$ cat config.mk
export PLATFORM = sky130hd
export DESIGN_NAME = thermal_pixel_correction_stages
export DESIGN_NICKNAME = d
export VERILOG_FILES = /design/src/hw/thermal_pkg.sv /design/src/hw/pixel_skid_buffer.sv /design/src/hw/thermal_pixel_correction_stages.sv
export SDC_FILE = /design/constraint.sdc
export NUM_CORES = 2
export LEC_CHECK = 0
export BUFFER_PORTS_ARGS = -buffer_cell sky130_fd_sc_hd__buf_2
export CAP_MARGIN = 30
export CORE_MARGIN = 2
export CORE_UTILIZATION = 59
export CTS_BUF_LIST = sky130_fd_sc_hd__clkbuf_8
export CTS_CLUSTER_SIZE = 30
export DETAILED_ROUTE_END_ITERATION = 8
export PLACE_DENSITY = 0.82
export SETUP_SLACK_MARGIN = 0.3
export SKIP_LAST_GASP = 1
export SLEW_MARGIN = 20
export SYNTH_ARGS = -nofsm -noshare
export SYNTH_HDL_FRONTEND = slang
export SYNTH_SLANG_ARGS = --single-unit
$ cat constraint.sdc
create_clock -name clk -period 25.9 [get_ports clk]
set_clock_uncertainty 0.2 [all_clocks]
set_input_delay 6.475 -clock clk [delete_from_list [all_inputs] [get_ports clk]]
set_output_delay 6.475 -clock clk [all_outputs]
set_load 0.03 [all_outputs]
$ cat src/hw/thermal_pkg.sv
package thermal_pkg;
  // =====================================================================
  // parameter select codes of the command port
  localparam logic [3:0] SEL_BG_CONTROL = 4'h0;
  localparam logic [3:0] SEL_BG_OFFSET = 4'h1;
  localparam logic [3:0] SEL_DEFECT_MODE = 4'h2;
  localparam logic [3:0] SEL_DEFECT_FILE = 4'h3;
  localparam logic [3:0] SEL_DRIFT_CONTROL = 4'h4;
  localparam logic [3:0] SEL_DRIFT_SLOPE = 4'h5;
  localparam logic [3:0] SEL_DRIFT_INTERCEPT = 4'h6;
  localparam logic [3:0] SEL_DRIFT_USER = 4'h7;
  localparam logic [3:0] SEL_OFFSET_POLICY = 4'h8;
  localparam logic [3:0] SEL_PIXEL_MODE = 4'h9;
  // =====================================================================
  // field positions
  localparam int BG_OUT_LSB = 0;
  localparam int BG_OUT_W = 2;
  localparam int BG_INT_LSB = 2;
  localparam int BG_INT_W = 3;
  localparam int BG_BUSY_BIT = 15;
  localparam int DRIFT_EN_BIT = 0;
  localparam int DRIFT_FILTER_BYPASS_BIT = 4;
  localparam int SLOPE_FRAC = 6;
  localparam int TEMP_FRAC = 4;
  localparam int FILTER_SHIFT = 3;
  // =====================================================================
  // reset values
  localparam logic [15:0] BG_CONTROL_RESET = 16'h0000;
  localparam logic [15:0] BG_OFFSET_RESET = 16'h0000;
  localparam logic [1:0] DEFECT_MODE_RESET = 2'h0;
  localparam logic [7:0] DEFECT_FILE_RESET = 8'h70;
  localparam logic [7:0] DRIFT_CONTROL_RESET = 8'h00;
  localparam logic [15:0] DRIFT_WORD_RESET = 16'h0000;
  // =====================================================================
  // mode encodings
  typedef enum logic [1:0] {OUT_PASS = 2'h0, OUT_APPLY = 2'h1, OUT_IMAGE = 2'h2} out_mode_t;
  localparam logic [2:0] INT_NONE = 3'h0;
  localparam logic [2:0] INT_1 = 3'h1;
  localparam logic [2:0] INT_8 = 3'h4;
  localparam logic [2:0] INT_16 = 3'h5;
  localparam logic [2:0] INT_32 = 3'h6;
  localparam logic [2:0] INT_64 = 3'h7;
endpackage : thermal_pkg
$ cat src/hw/pixel_skid_buffer.sv
`timescale 1ns/1ps
`default_nettype none
module pixel_skid_buffer #(
  parameter int W = 16
) (
  input wire logic clk,
  input wire logic rst_n,
  input wire logic s_valid,
  output logic s_ready,
  input wire logic [W-1:0] s_data,
  output logic m_valid,
  input wire logic m_ready,
  output logic [W-1:0] m_data
);
  // =====================================================================
  // two-entry store: head feeds the output, tail catches the word in flight
  logic [W-1:0] tail;
  logic [1:0] count;
  wire push = s_valid && s_ready;
  wire pop = m_valid && m_ready;

  initial begin
    if (W < 1) $error("pixel_skid_buffer: W must be positive");
  end

  // occupancy and ready
  always_ff @(posedge clk) begin
    if (!rst_n) begin
      count <= 2'h0;
      s_ready <= 1'b0;
      m_valid <= 1'b0;
    end else begin
      count <= count + {1'b0, push} - {1'b0, pop};
      s_ready <= (count + {1'b0, push} - {1'b0, pop}) < 2'h2;
      m_valid <= (count + {1'b0, push} - {1'b0, pop}) != 2'h0;
    end
  end

  // data movement
  always_ff @(posedge clk) begin
    if (!rst_n) begin
      m_data <= '0;
      tail <= '0;
    end else begin
      if (push && (count == 2'h0 || (count == 2'h1 && pop))) m_data <= s_data;
      else if (pop && count == 2'h2) m_data <= tail;
      if (push && ((count == 2'h1 && !pop) || count == 2'h2)) tail <= s_data;
    end
  end
endmodule : pixel_skid_buffer
`default_nettype wire

$ cat src/hw/thermal_pixel_correction_stages.sv
`timescale 1ns/1ps
`default_nettype none
module thermal_pixel_correction_stages #(
  parameter int PIX_W = 14,
  parameter int ADDR_W = 20
) (
  input wire logic clk,
  input wire logic rst_n,
  // upstream pixel stream
  input wire logic in_valid,
  output logic in_ready,
  input wire logic [PIX_W-1:0] in_data,
  input wire logic in_sof,
  input wire logic [PIX_W-1:0] bg_image,
  input wire logic [6*PIX_W-1:0] nb_data,
  input wire logic [5:0] nb_good,
  // defect map store
  output logic [7:0] map_file,
  output logic [ADDR_W-1:0] map_addr,
  input wire logic map_defect,
  input wire logic [PIX_W-1:0] map_word,
  // calibration and temperature
  input wire logic cal_done,
  input wire logic [15:0] cal_mean,
  input wire logic temp_valid,
  input wire logic [15:0] temp_value,
  // host parameter port
  input wire logic cfg_we,
  input wire logic cfg_re,
  input wire logic [3:0] cfg_sel,
  input wire logic [15:0] cfg_wdata,
  output logic cfg_rvalid,
  output logic [15:0] cfg_rdata,
  output logic integ_busy,
  // downstream pixel stream
  output logic out_valid,
  input wire logic out_ready,
  output logic [PIX_W-1:0] out_data
);
  initial begin
    if (PIX_W != 14) $error("PIX_W must be 14: 12-bit mode is a runtime setting");
    if (ADDR_W < 1 || ADDR_W > 31) $error("ADDR_W out of range");
  end

  // =====================================================================
  // parameter registers
  logic [15:0] background_correction_control;
  logic [15:0] background_offset;
  logic [1:0] defect_fix_mode;
  logic [7:0] defect_table_file_select;
  logic [7:0] drift_control;
  logic [15:0] drift_slope;
  logic [15:0] drift_intercept;
  logic [15:0] drift_user_offset;
  logic offset_policy;
  logic pix14;
  logic [6:0] frames_left;
  logic sync_a;
  logic sync_b;
  logic signed [15:0] temp_raw;
  logic signed [15:0] temp_filt;

  // decode of the parameter port
  wire wr_bg_ctrl = cfg_we && cfg_sel == thermal_pkg::SEL_BG_CONTROL;
  wire wr_bg_off = cfg_we && cfg_sel == thermal_pkg::SEL_BG_OFFSET;
  wire [2:0] new_int = cfg_wdata[thermal_pkg::BG_INT_LSB +: thermal_pkg::BG_INT_W];
  wire [2:0] cur_int = background_correction_control[thermal_pkg::BG_INT_LSB +: thermal_pkg::BG_INT_W];
  wire [1:0] bg_out = background_correction_control[thermal_pkg::BG_OUT_LSB +: thermal_pkg::BG_OUT_W];
  wire int_start = wr_bg_ctrl && new_int != cur_int && new_int != thermal_pkg::INT_NONE;

  // frames per integration, plus one start-of-frame to close the last frame
  logic [6:0] int_frames;
  always_comb begin
    unique case (new_int)
      thermal_pkg::INT_1: int_frames = 7'h02;
      thermal_pkg::INT_8: int_frames = 7'h09;
      thermal_pkg::INT_16: int_frames = 7'h11;
      thermal_pkg::INT_32: int_frames = 7'h21;
      thermal_pkg::INT_64: int_frames = 7'h41;
      default: int_frames = 7'h00;
    endcase
  end

  // register writes; an integration start never touches the offset
  always_ff @(posedge clk) begin
    if (!rst_n) begin
      background_correction_control <= thermal_pkg::BG_CONTROL_RESET;
      background_offset <= thermal_pkg::BG_OFFSET_RESET;
      defect_fix_mode <= thermal_pkg::DEFECT_MODE_RESET;
      defect_table_file_select <= thermal_pkg::DEFECT_FILE_RESET;
      drift_control <= thermal_pkg::DRIFT_CONTROL_RESET;
      drift_slope <= thermal_pkg::DRIFT_WORD_RESET;
      drift_intercept <= thermal_pkg::DRIFT_WORD_RESET;
      drift_user_offset <= thermal_pkg::DRIFT_WORD_RESET;
      offset_policy <= 1'b0;
      pix14 <= 1'b1;
    end else begin
      if (wr_bg_ctrl) background_correction_control <= {11'h000, cfg_wdata[4:0]};
      if (cal_done && offset_policy) background_offset <= cal_mean;
      else if (wr_bg_off) background_offset <= cfg_wdata;
      if (cfg_we && cfg_sel == thermal_pkg::SEL_DEFECT_MODE) defect_fix_mode <= cfg_wdata[1:0];
      if (cfg_we && cfg_sel == thermal_pkg::SEL_DEFECT_FILE) defect_table_file_select <= cfg_wdata[7:0];
      if (cfg_we && cfg_sel == thermal_pkg::SEL_DRIFT_CONTROL) drift_control <= cfg_wdata[7:0];
      if (cfg_we && cfg_sel == thermal_pkg::SEL_DRIFT_SLOPE) drift_slope <= cfg_wdata;
      if (cfg_we && cfg_sel == thermal_pkg::SEL_DRIFT_INTERCEPT) drift_intercept <= cfg_wdata;
      if (cfg_we && cfg_sel == thermal_pkg::SEL_DRIFT_USER) drift_user_offset <= cfg_wdata;
      if (cfg_we && cfg_sel == thermal_pkg::SEL_OFFSET_POLICY) offset_policy <= cfg_wdata[0];
      if (cfg_we && cfg_sel == thermal_pkg::SEL_PIXEL_MODE) pix14 <= cfg_wdata[0];
    end
  end

  // =====================================================================
  // integration progress, counted in accepted start-of-frame markers
  wire sof_seen = in_valid && in_ready && in_sof;
  always_ff @(posedge clk) begin
    if (!rst_n) begin
      frames_left <= 7'h00;
      integ_busy <= 1'b0;
    end else if (int_start) begin
      frames_left <= int_frames;
      integ_busy <= 1'b1;
    end else if (sof_seen && frames_left != 7'h00) begin
      frames_left <= frames_left - 7'h01;
      integ_busy <= frames_left != 7'h01;
    end
  end

  // read port: busy flag sits in the top bit of the control word
  logic [15:0] rd_mux;
  always_comb begin
    unique case (cfg_sel)
      thermal_pkg::SEL_BG_CONTROL: rd_mux = {integ_busy, background_correction_control[14:0]};
      thermal_pkg::SEL_BG_OFFSET: rd_mux = background_offset;
      thermal_pkg::SEL_DEFECT_MODE: rd_mux = {14'h0000, defect_fix_mode};
      thermal_pkg::SEL_DEFECT_FILE: rd_mux = {8'h00, defect_table_file_select};
      thermal_pkg::SEL_DRIFT_CONTROL: rd_mux = {8'h00, drift_control};
      thermal_pkg::SEL_DRIFT_SLOPE: rd_mux = drift_slope;
      thermal_pkg::SEL_DRIFT_INTERCEPT: rd_mux = drift_intercept;
      thermal_pkg::SEL_DRIFT_USER: rd_mux = drift_user_offset;
      thermal_pkg::SEL_OFFSET_POLICY: rd_mux = {15'h0000, offset_policy};
      thermal_pkg::SEL_PIXEL_MODE: rd_mux = {15'h0000, pix14};
      default: rd_mux = 16'h0000;
    endcase
  end

  // read answer one cycle after the request
  always_ff @(posedge clk) begin
    if (!rst_n) begin
      cfg_rvalid <= 1'b0;
      cfg_rdata <= 16'h0000;
    end else begin
      cfg_rvalid <= cfg_re;
      if (cfg_re) cfg_rdata <= rd_mux;
    end
  end

  // =====================================================================
  // saturating add of a signed offset to a pixel code
  function automatic logic [PIX_W-1:0] sat_add(input logic [PIX_W-1:0] pix, input logic signed [24:0] off,
                                               input logic mode14);
    logic signed [25:0] sum;
    logic signed [25:0] top;
    sum = $signed({12'h000, pix}) + {off[24], off};
    top = mode14 ? 26'sh0003FFF : 26'sh0000FFF;
    if (sum < 26'sh0) sat_add = '0;
    else if (sum > top) sat_add = top[PIX_W-1:0];
    else sat_add = sum[PIX_W-1:0];
  endfunction : sat_add

  // background stage: only the upper 12 or 14 offset bits count
  wire [PIX_W-1:0] bg_off_used = pix14 ? background_offset[15:2] : {2'h0, background_offset[15:4]};
  wire signed [24:0] bg_term = $signed({11'h000, bg_off_used}) - $signed({11'h000, bg_image});
  logic [PIX_W-1:0] bg_pix;
  always_comb begin
    unique case (bg_out)
      2'h1: bg_pix = sat_add(in_data, bg_term, pix14);
      2'h2: bg_pix = bg_image;
      default: bg_pix = in_data;
    endcase
  end

  // =====================================================================
  // defect stage: mean of the good neighbours among six
  logic [PIX_W-1:0] nb_term [6];
  logic [PIX_W+2:0] nb_sum;
  logic [2:0] nb_cnt;
  logic [15:0] recip;
  logic [PIX_W+18:0] nb_prod;
  genvar gi;
  // neighbour words masked by their good flags
  generate
    for (gi = 0; gi < 6; gi++) begin : g_nb
      assign nb_term[gi] = nb_good[gi] ? nb_data[gi*PIX_W +: PIX_W] : '0;
    end
  endgenerate

  // sum and count of the good neighbours
  always_comb begin
    nb_sum = '0;
    nb_cnt = 3'h0;
    for (int i = 0; i < 6; i++) begin
      nb_sum = nb_sum + {3'h0, nb_term[i]};
      nb_cnt = nb_cnt + {2'h0, nb_good[i]};
    end
  end

  // reciprocal in 0.16, rounded down so the mean is at most one code low
  always_comb begin
    unique case (nb_cnt)
      3'h1: recip = 16'hFFFF;
      3'h2: recip = 16'h8000;
      3'h3: recip = 16'h5555;
      3'h4: recip = 16'h4000;
      3'h5: recip = 16'h3333;
      3'h6: recip = 16'h2AAA;
      default: recip = 16'h0000;
    endcase
  end

  // a lone good neighbour is taken as it is
  logic [PIX_W-1:0] nb_term_one;
  always_comb begin
    nb_term_one = '0;
    for (int i = 0; i < 6; i++) nb_term_one = nb_term_one | nb_term[i];
  end

  // mean by a multiply with the reciprocal
  assign nb_prod = nb_sum * recip;
  wire [PIX_W-1:0] nb_mean = nb_prod[PIX_W+15:16] + {{(PIX_W-1){1'b0}}, nb_cnt == 3'h1};
  wire fix_here = defect_fix_mode == 2'h1 && map_defect && nb_cnt != 3'h0;
  wire [PIX_W-1:0] defect_pix = fix_here ? (nb_cnt == 3'h1 ? nb_term_one : nb_mean) : bg_pix;

  // =====================================================================
  // temperature: two-flop sync of the strobe, then optional smoothing
  always_ff @(posedge clk) begin
    if (!rst_n) begin
      sync_a <= 1'b0;
      sync_b <= 1'b0;
    end else begin
      sync_a <= temp_valid;
      sync_b <= sync_a;
    end
  end

  // filter steps one eighth of the gap to the previous raw sample
  always_ff @(posedge clk) begin
    if (!rst_n) begin
      temp_raw <= 16'sh0000;
      temp_filt <= 16'sh0000;
    end else if (sync_b) begin
      temp_raw <= $signed(temp_value);
      temp_filt <= temp_filt + ((temp_raw - temp_filt) >>> thermal_pkg::FILTER_SHIFT);
    end
  end

  // drift offset: slope times temperature plus intercept plus user term
  wire signed [15:0] temp_used = drift_control[thermal_pkg::DRIFT_FILTER_BYPASS_BIT] ? temp_raw : temp_filt;
  wire signed [31:0] slope_prod = $signed(drift_slope) * temp_used;
  wire signed [21:0] slope_term = 22'(slope_prod >>> (thermal_pkg::SLOPE_FRAC + thermal_pkg::TEMP_FRAC));
  wire signed [24:0] drift_off = 25'(slope_term) + 25'($signed(drift_intercept))
                                 + 25'($signed(drift_user_offset));
  wire drift_on = drift_control[thermal_pkg::DRIFT_EN_BIT];
  wire [PIX_W-1:0] drift_pix = drift_on ? sat_add(defect_pix, drift_off, pix14) : defect_pix;

  // =====================================================================
  // test source: in mode 2 the map is streamed out and input pixels dropped
  wire test_src = defect_fix_mode == 2'h2;
  logic [ADDR_W-1:0] pix_addr;
  wire buf_ready;
  wire buf_valid = test_src ? 1'b1 : in_valid;
  wire [PIX_W-1:0] buf_data = test_src ? map_word : drift_pix;
  assign in_ready = test_src ? 1'b1 : buf_ready;

  // pixel index: follows accepted pixels, or only the streamed map in test mode
  always_ff @(posedge clk) begin
    if (!rst_n) begin
      pix_addr <= '0;
      map_file <= thermal_pkg::DEFECT_FILE_RESET;
    end else begin
      map_file <= defect_table_file_select;
      if (test_src) begin
        if (buf_ready) pix_addr <= pix_addr + 1'b1;
      end else if (sof_seen) pix_addr <= ADDR_W'(1);
      else if (in_valid && in_ready) pix_addr <= pix_addr + 1'b1;
    end
  end
  // the first pixel of a frame looks up index zero before the counter restarts
  assign map_addr = (in_valid && in_sof && !test_src) ? '0 : pix_addr;

  // output buffer keeps every word when the receiver stalls
  pixel_skid_buffer #(.W(PIX_W)) u_out_buf (
    .clk(clk),
    .rst_n(rst_n),
    .s_valid(buf_valid),
    .s_ready(buf_ready),
    .s_data(buf_data),
    .m_valid(out_valid),
    .m_ready(out_ready),
    .m_data(out_data)
  );
endmodule : thermal_pixel_correction_stages
`default_nettype wire

==> out/results.tsv <==
stage	metric	value	unit
outcome	status	complete, no violations	
timing	slew_violations	0	
yosys	synth_fp_nets	5180	
detailed_routing	wl	102000	um
cells_and_area	syn_to_final_growth	8.13	%
timing	finalSetupViolations	0	
detailed_routing	drc	0	
clock_tree	insertion_delay	0.58	ns
cells_and_area	n_fill_cell	4912	
worst_setup_path	path_buf_inv	6	
timing	rsz0062_at_grt	no	
global_routing	grt_pass1_vias	29779	
timing	fmax	45.3	MHz
placement	io_buffers	255	
worst_setup_path	critPathCaptureType	flip-flop	
die	fp.coreArea	58900	um2
timing	fin_crit_sh	0.851	
die	die_w	248	um
clock_tree	cts_buffers	36	
die	rows	89	
yosys	synth_seq_cells	208	
detailed_routing	ant_nets	0	
clock_tree	clock_tree.root_cell	clkbuf_8	
global_routing	grt_max_degree	91	
die	pin_count	256	
detailed_routing	vias_per_cell	5.87	
clock_tree	cts_num_sinks	208	
yosys	synth_edf_count	0	
worst_setup_path	critPathTopFamily	adder cells	
worst_setup_path	crit_arrival	22.27	ns
global_routing	grt_overflow	0	
timing	slew_headroom	0.315	
clock_tree	cts_resized	0	
timing	fin_setup_tns	0	ns
worst_setup_path	max_stage_delay	0.82	ns
yosys	syn-cell-area	35000	um2
timing	min_period	22.05	ns
clock_tree	htreeDepth	2	
detailed_routing	dr.pass1.iters	7	
worst_setup_path	cp_slowest_cell	a221oi_1	
yosys	synthFlopType	dfxtp_1	
placement	dpl.hpwl	84400	um
job	drv_cap	0	
worst_setup_path	crit_path_frequent_cell	fa_1	
clock_tree	holdBufCountCts	0	
global_routing	gr-usage-all-layers	0.338	
cells_and_area	nets	5359	
yosys	avgSynthCellArea	8.47	um2
worst_setup_path	start_kind	input port	
yosys	synthCells	4139	
yosys	yosys_warnings	0	
detailed_routing	wl_per_cell	19.9	um
die	fp.dieH	248	um
cells_and_area	multi_input_area	27300	um2
worst_hold_path	hold_path_class	flip-flop to flip-flop	
timing	hold_violations	0	
global_routing	antenna_found_initial	15	
die	initial_core_util	0.595	
die	die_area	61400	um2
yosys	async_flop_share	0	
detailed_routing	via_count	30085	
worst_setup_path	path_class	input port to flip-flop	
worst_setup_path	cp_max_fo	15	
worst_setup_path	worstPathRequired	26.11	ns
yosys	netlist-cell-type-count	82	
clock_tree	cts_tree	built	
clock_tree	path_clk_slew	0.07	ns
cells_and_area	drive_above_1_share	0.102	
timing	worst_pin_slew	1.02	ns
clock_tree	post_cts_buffers	0	
global_routing	grt_pass1_wl	161000	um
yosys	ys_seq_area_frac	0.119	
detailed_routing	drt_iter0_markers	3260	
clock_tree	clock_path_buffers	3	
cells_and_area	seqCellArea	4170	um2
placement	gp_congestion	1.01	
area by class of cell:
class | instances | area share
timing repair buffer | 305 | 0.0443
inverter | 783 | 0.0776
clock buffer | 43 | 0.0156
antenna | 12 | 0.000792
tap | 773 | 0.0255
multi-input combinational | 2984 | 0.721
sequential | 208 | 0.110
clock inverter | 19 | 0.00548
worst register-to-register path, delay by kind of cell, from the launching register on:
family | cells | cell delay [ns]
AOI/OAI and AO/OA | 24 | 6.02
adders and majority gates | 7 | 2.72
and+or+nand+nor | 13 | 2.21
DFF | 1 | 0.93
muxes | 2 | 0.84
xor gates and xnor gates | 2 | 0.24
buffers and inverters | 1 | 0.09
path summary, 6_finish.rpt:
check                           slack [ns]       start  cells after the start                  to
worst max register to register       12.47       pix14                     49  u_out_buf.tail[13]
worst max-delay path                  3.85  nb_good[0]                     57  u_out_buf.tail[13]
worst min-delay path                  0.25      sync_a                      1              sync_b
worst min register to register        0.25      sync_a                      1              sync_b
cells by family after synthesis:
logic type	count (synthesis)	share of synthesized area
adder cells (fa/ha/maj)	847	0.423
flip-flops	208	0.119
buffers and inverters	947	0.102
XOR/XNOR	147	0.0371
AND/OR/NAND/NOR	1249	0.171
AO/OA/AOI/OAI	654	0.122
multiplexers	87	0.0257
metrics by stage:
stage                     hold slack [ns]   util  setup WS (ns)  instances  cell area (um2)
after floorplan                     0.212      -           5.53       4139            35000
after global placement              0.214  0.628           3.83       5044            37000
after global routing                0.257  0.643           3.01       5127            37900
after detailed placement            0.234  0.628           3.67       5046            37000
after CTS                           0.248  0.641           4.11       5108            37800
final                               0.245  0.643           3.85       5127            37900
state kept, by name, indices dropped and copies added, names as in the netlist, 2 cells and up:
| register | cells |
|---|---|
| cfg_rdata | 16 |
| drift_control | 8 |
| temp_raw | 16 |
| u_out_buf.m_data | 14 |
| defect_table_file_select | 8 |
| background_offset | 16 |
| drift_intercept | 16 |
| frames_left | 7 |
| u_out_buf.tail | 14 |
| temp_filt | 16 |
| drift_user_offset | 16 |
| drift_slope | 16 |
| map_file | 8 |
| u_out_buf.count | 2 |
| defect_fix_mode | 2 |
| background_correction_control | 5 |
| pix_addr | 20 |
Yosys cell counts (all sizes together) (62+ instances only):
cell type | number | area share
xnor2 | 100 | 0.025
a21oi | 202 | 0.029
fa | 561 | 0.32
mux2i | 62 | 0.018
inv | 782 | 0.084
clkbuf | 142 | 0.015
ha | 286 | 0.10
o21ai | 119 | 0.017
nor2 | 266 | 0.028
dfxtp | 208 | 0.12
nand3 | 70 | 0.010
and2 | 150 | 0.027
nor2b | 100 | 0.018
nand2 | 438 | 0.047
cell usage in the layout, fill, tap and decap left out, types with 8 or more instances in the layout:
master / instances
diode_2: 12
dfxtp_1: 207
a21oi_1: 201
o21ai_1: 12
xor2_1: 46
xnor2_1: 100
a31oi_1: 26
ha_1: 286
nand4_1: 16
a31o_2: 9
o21a_1: 27
nor2_1: 266
or3_1: 19
clkbuf_8: 43
o21ai_0: 106
mux2i_1: 62
and2_1: 149
nand3_1: 70
buf_4: 42
or2_2: 35
nor4_1: 13
o211ai_1: 17
nor3_1: 43
inv_1: 787
nand2_1: 438
a21boi_0: 8
a22oi_1: 31
a21o_1: 31
a211oi_1: 23
o21bai_1: 13
mux2_2: 25
nand2b_1: 39
and3_1: 17
nor2b_1: 100
o31ai_1: 25
a311oi_1: 22
fa_1: 561
or4_1: 19
buf_2: 256
layer usage:
metal / global-route usage / routed length, um / vias up
met1: 0.479 / 41900 / 14580
met5: 0 / 44 / -
met4: 0.120 / 3740 / 6
met2: 0.503 / 44100 / 1652
li1: - / - / 13600
met3: 0.0853 / 12300 / 247
Power is left out: the tool's default activity adds up to more than one toggle a clock period on the data nets, which glitch-free logic cannot reach.
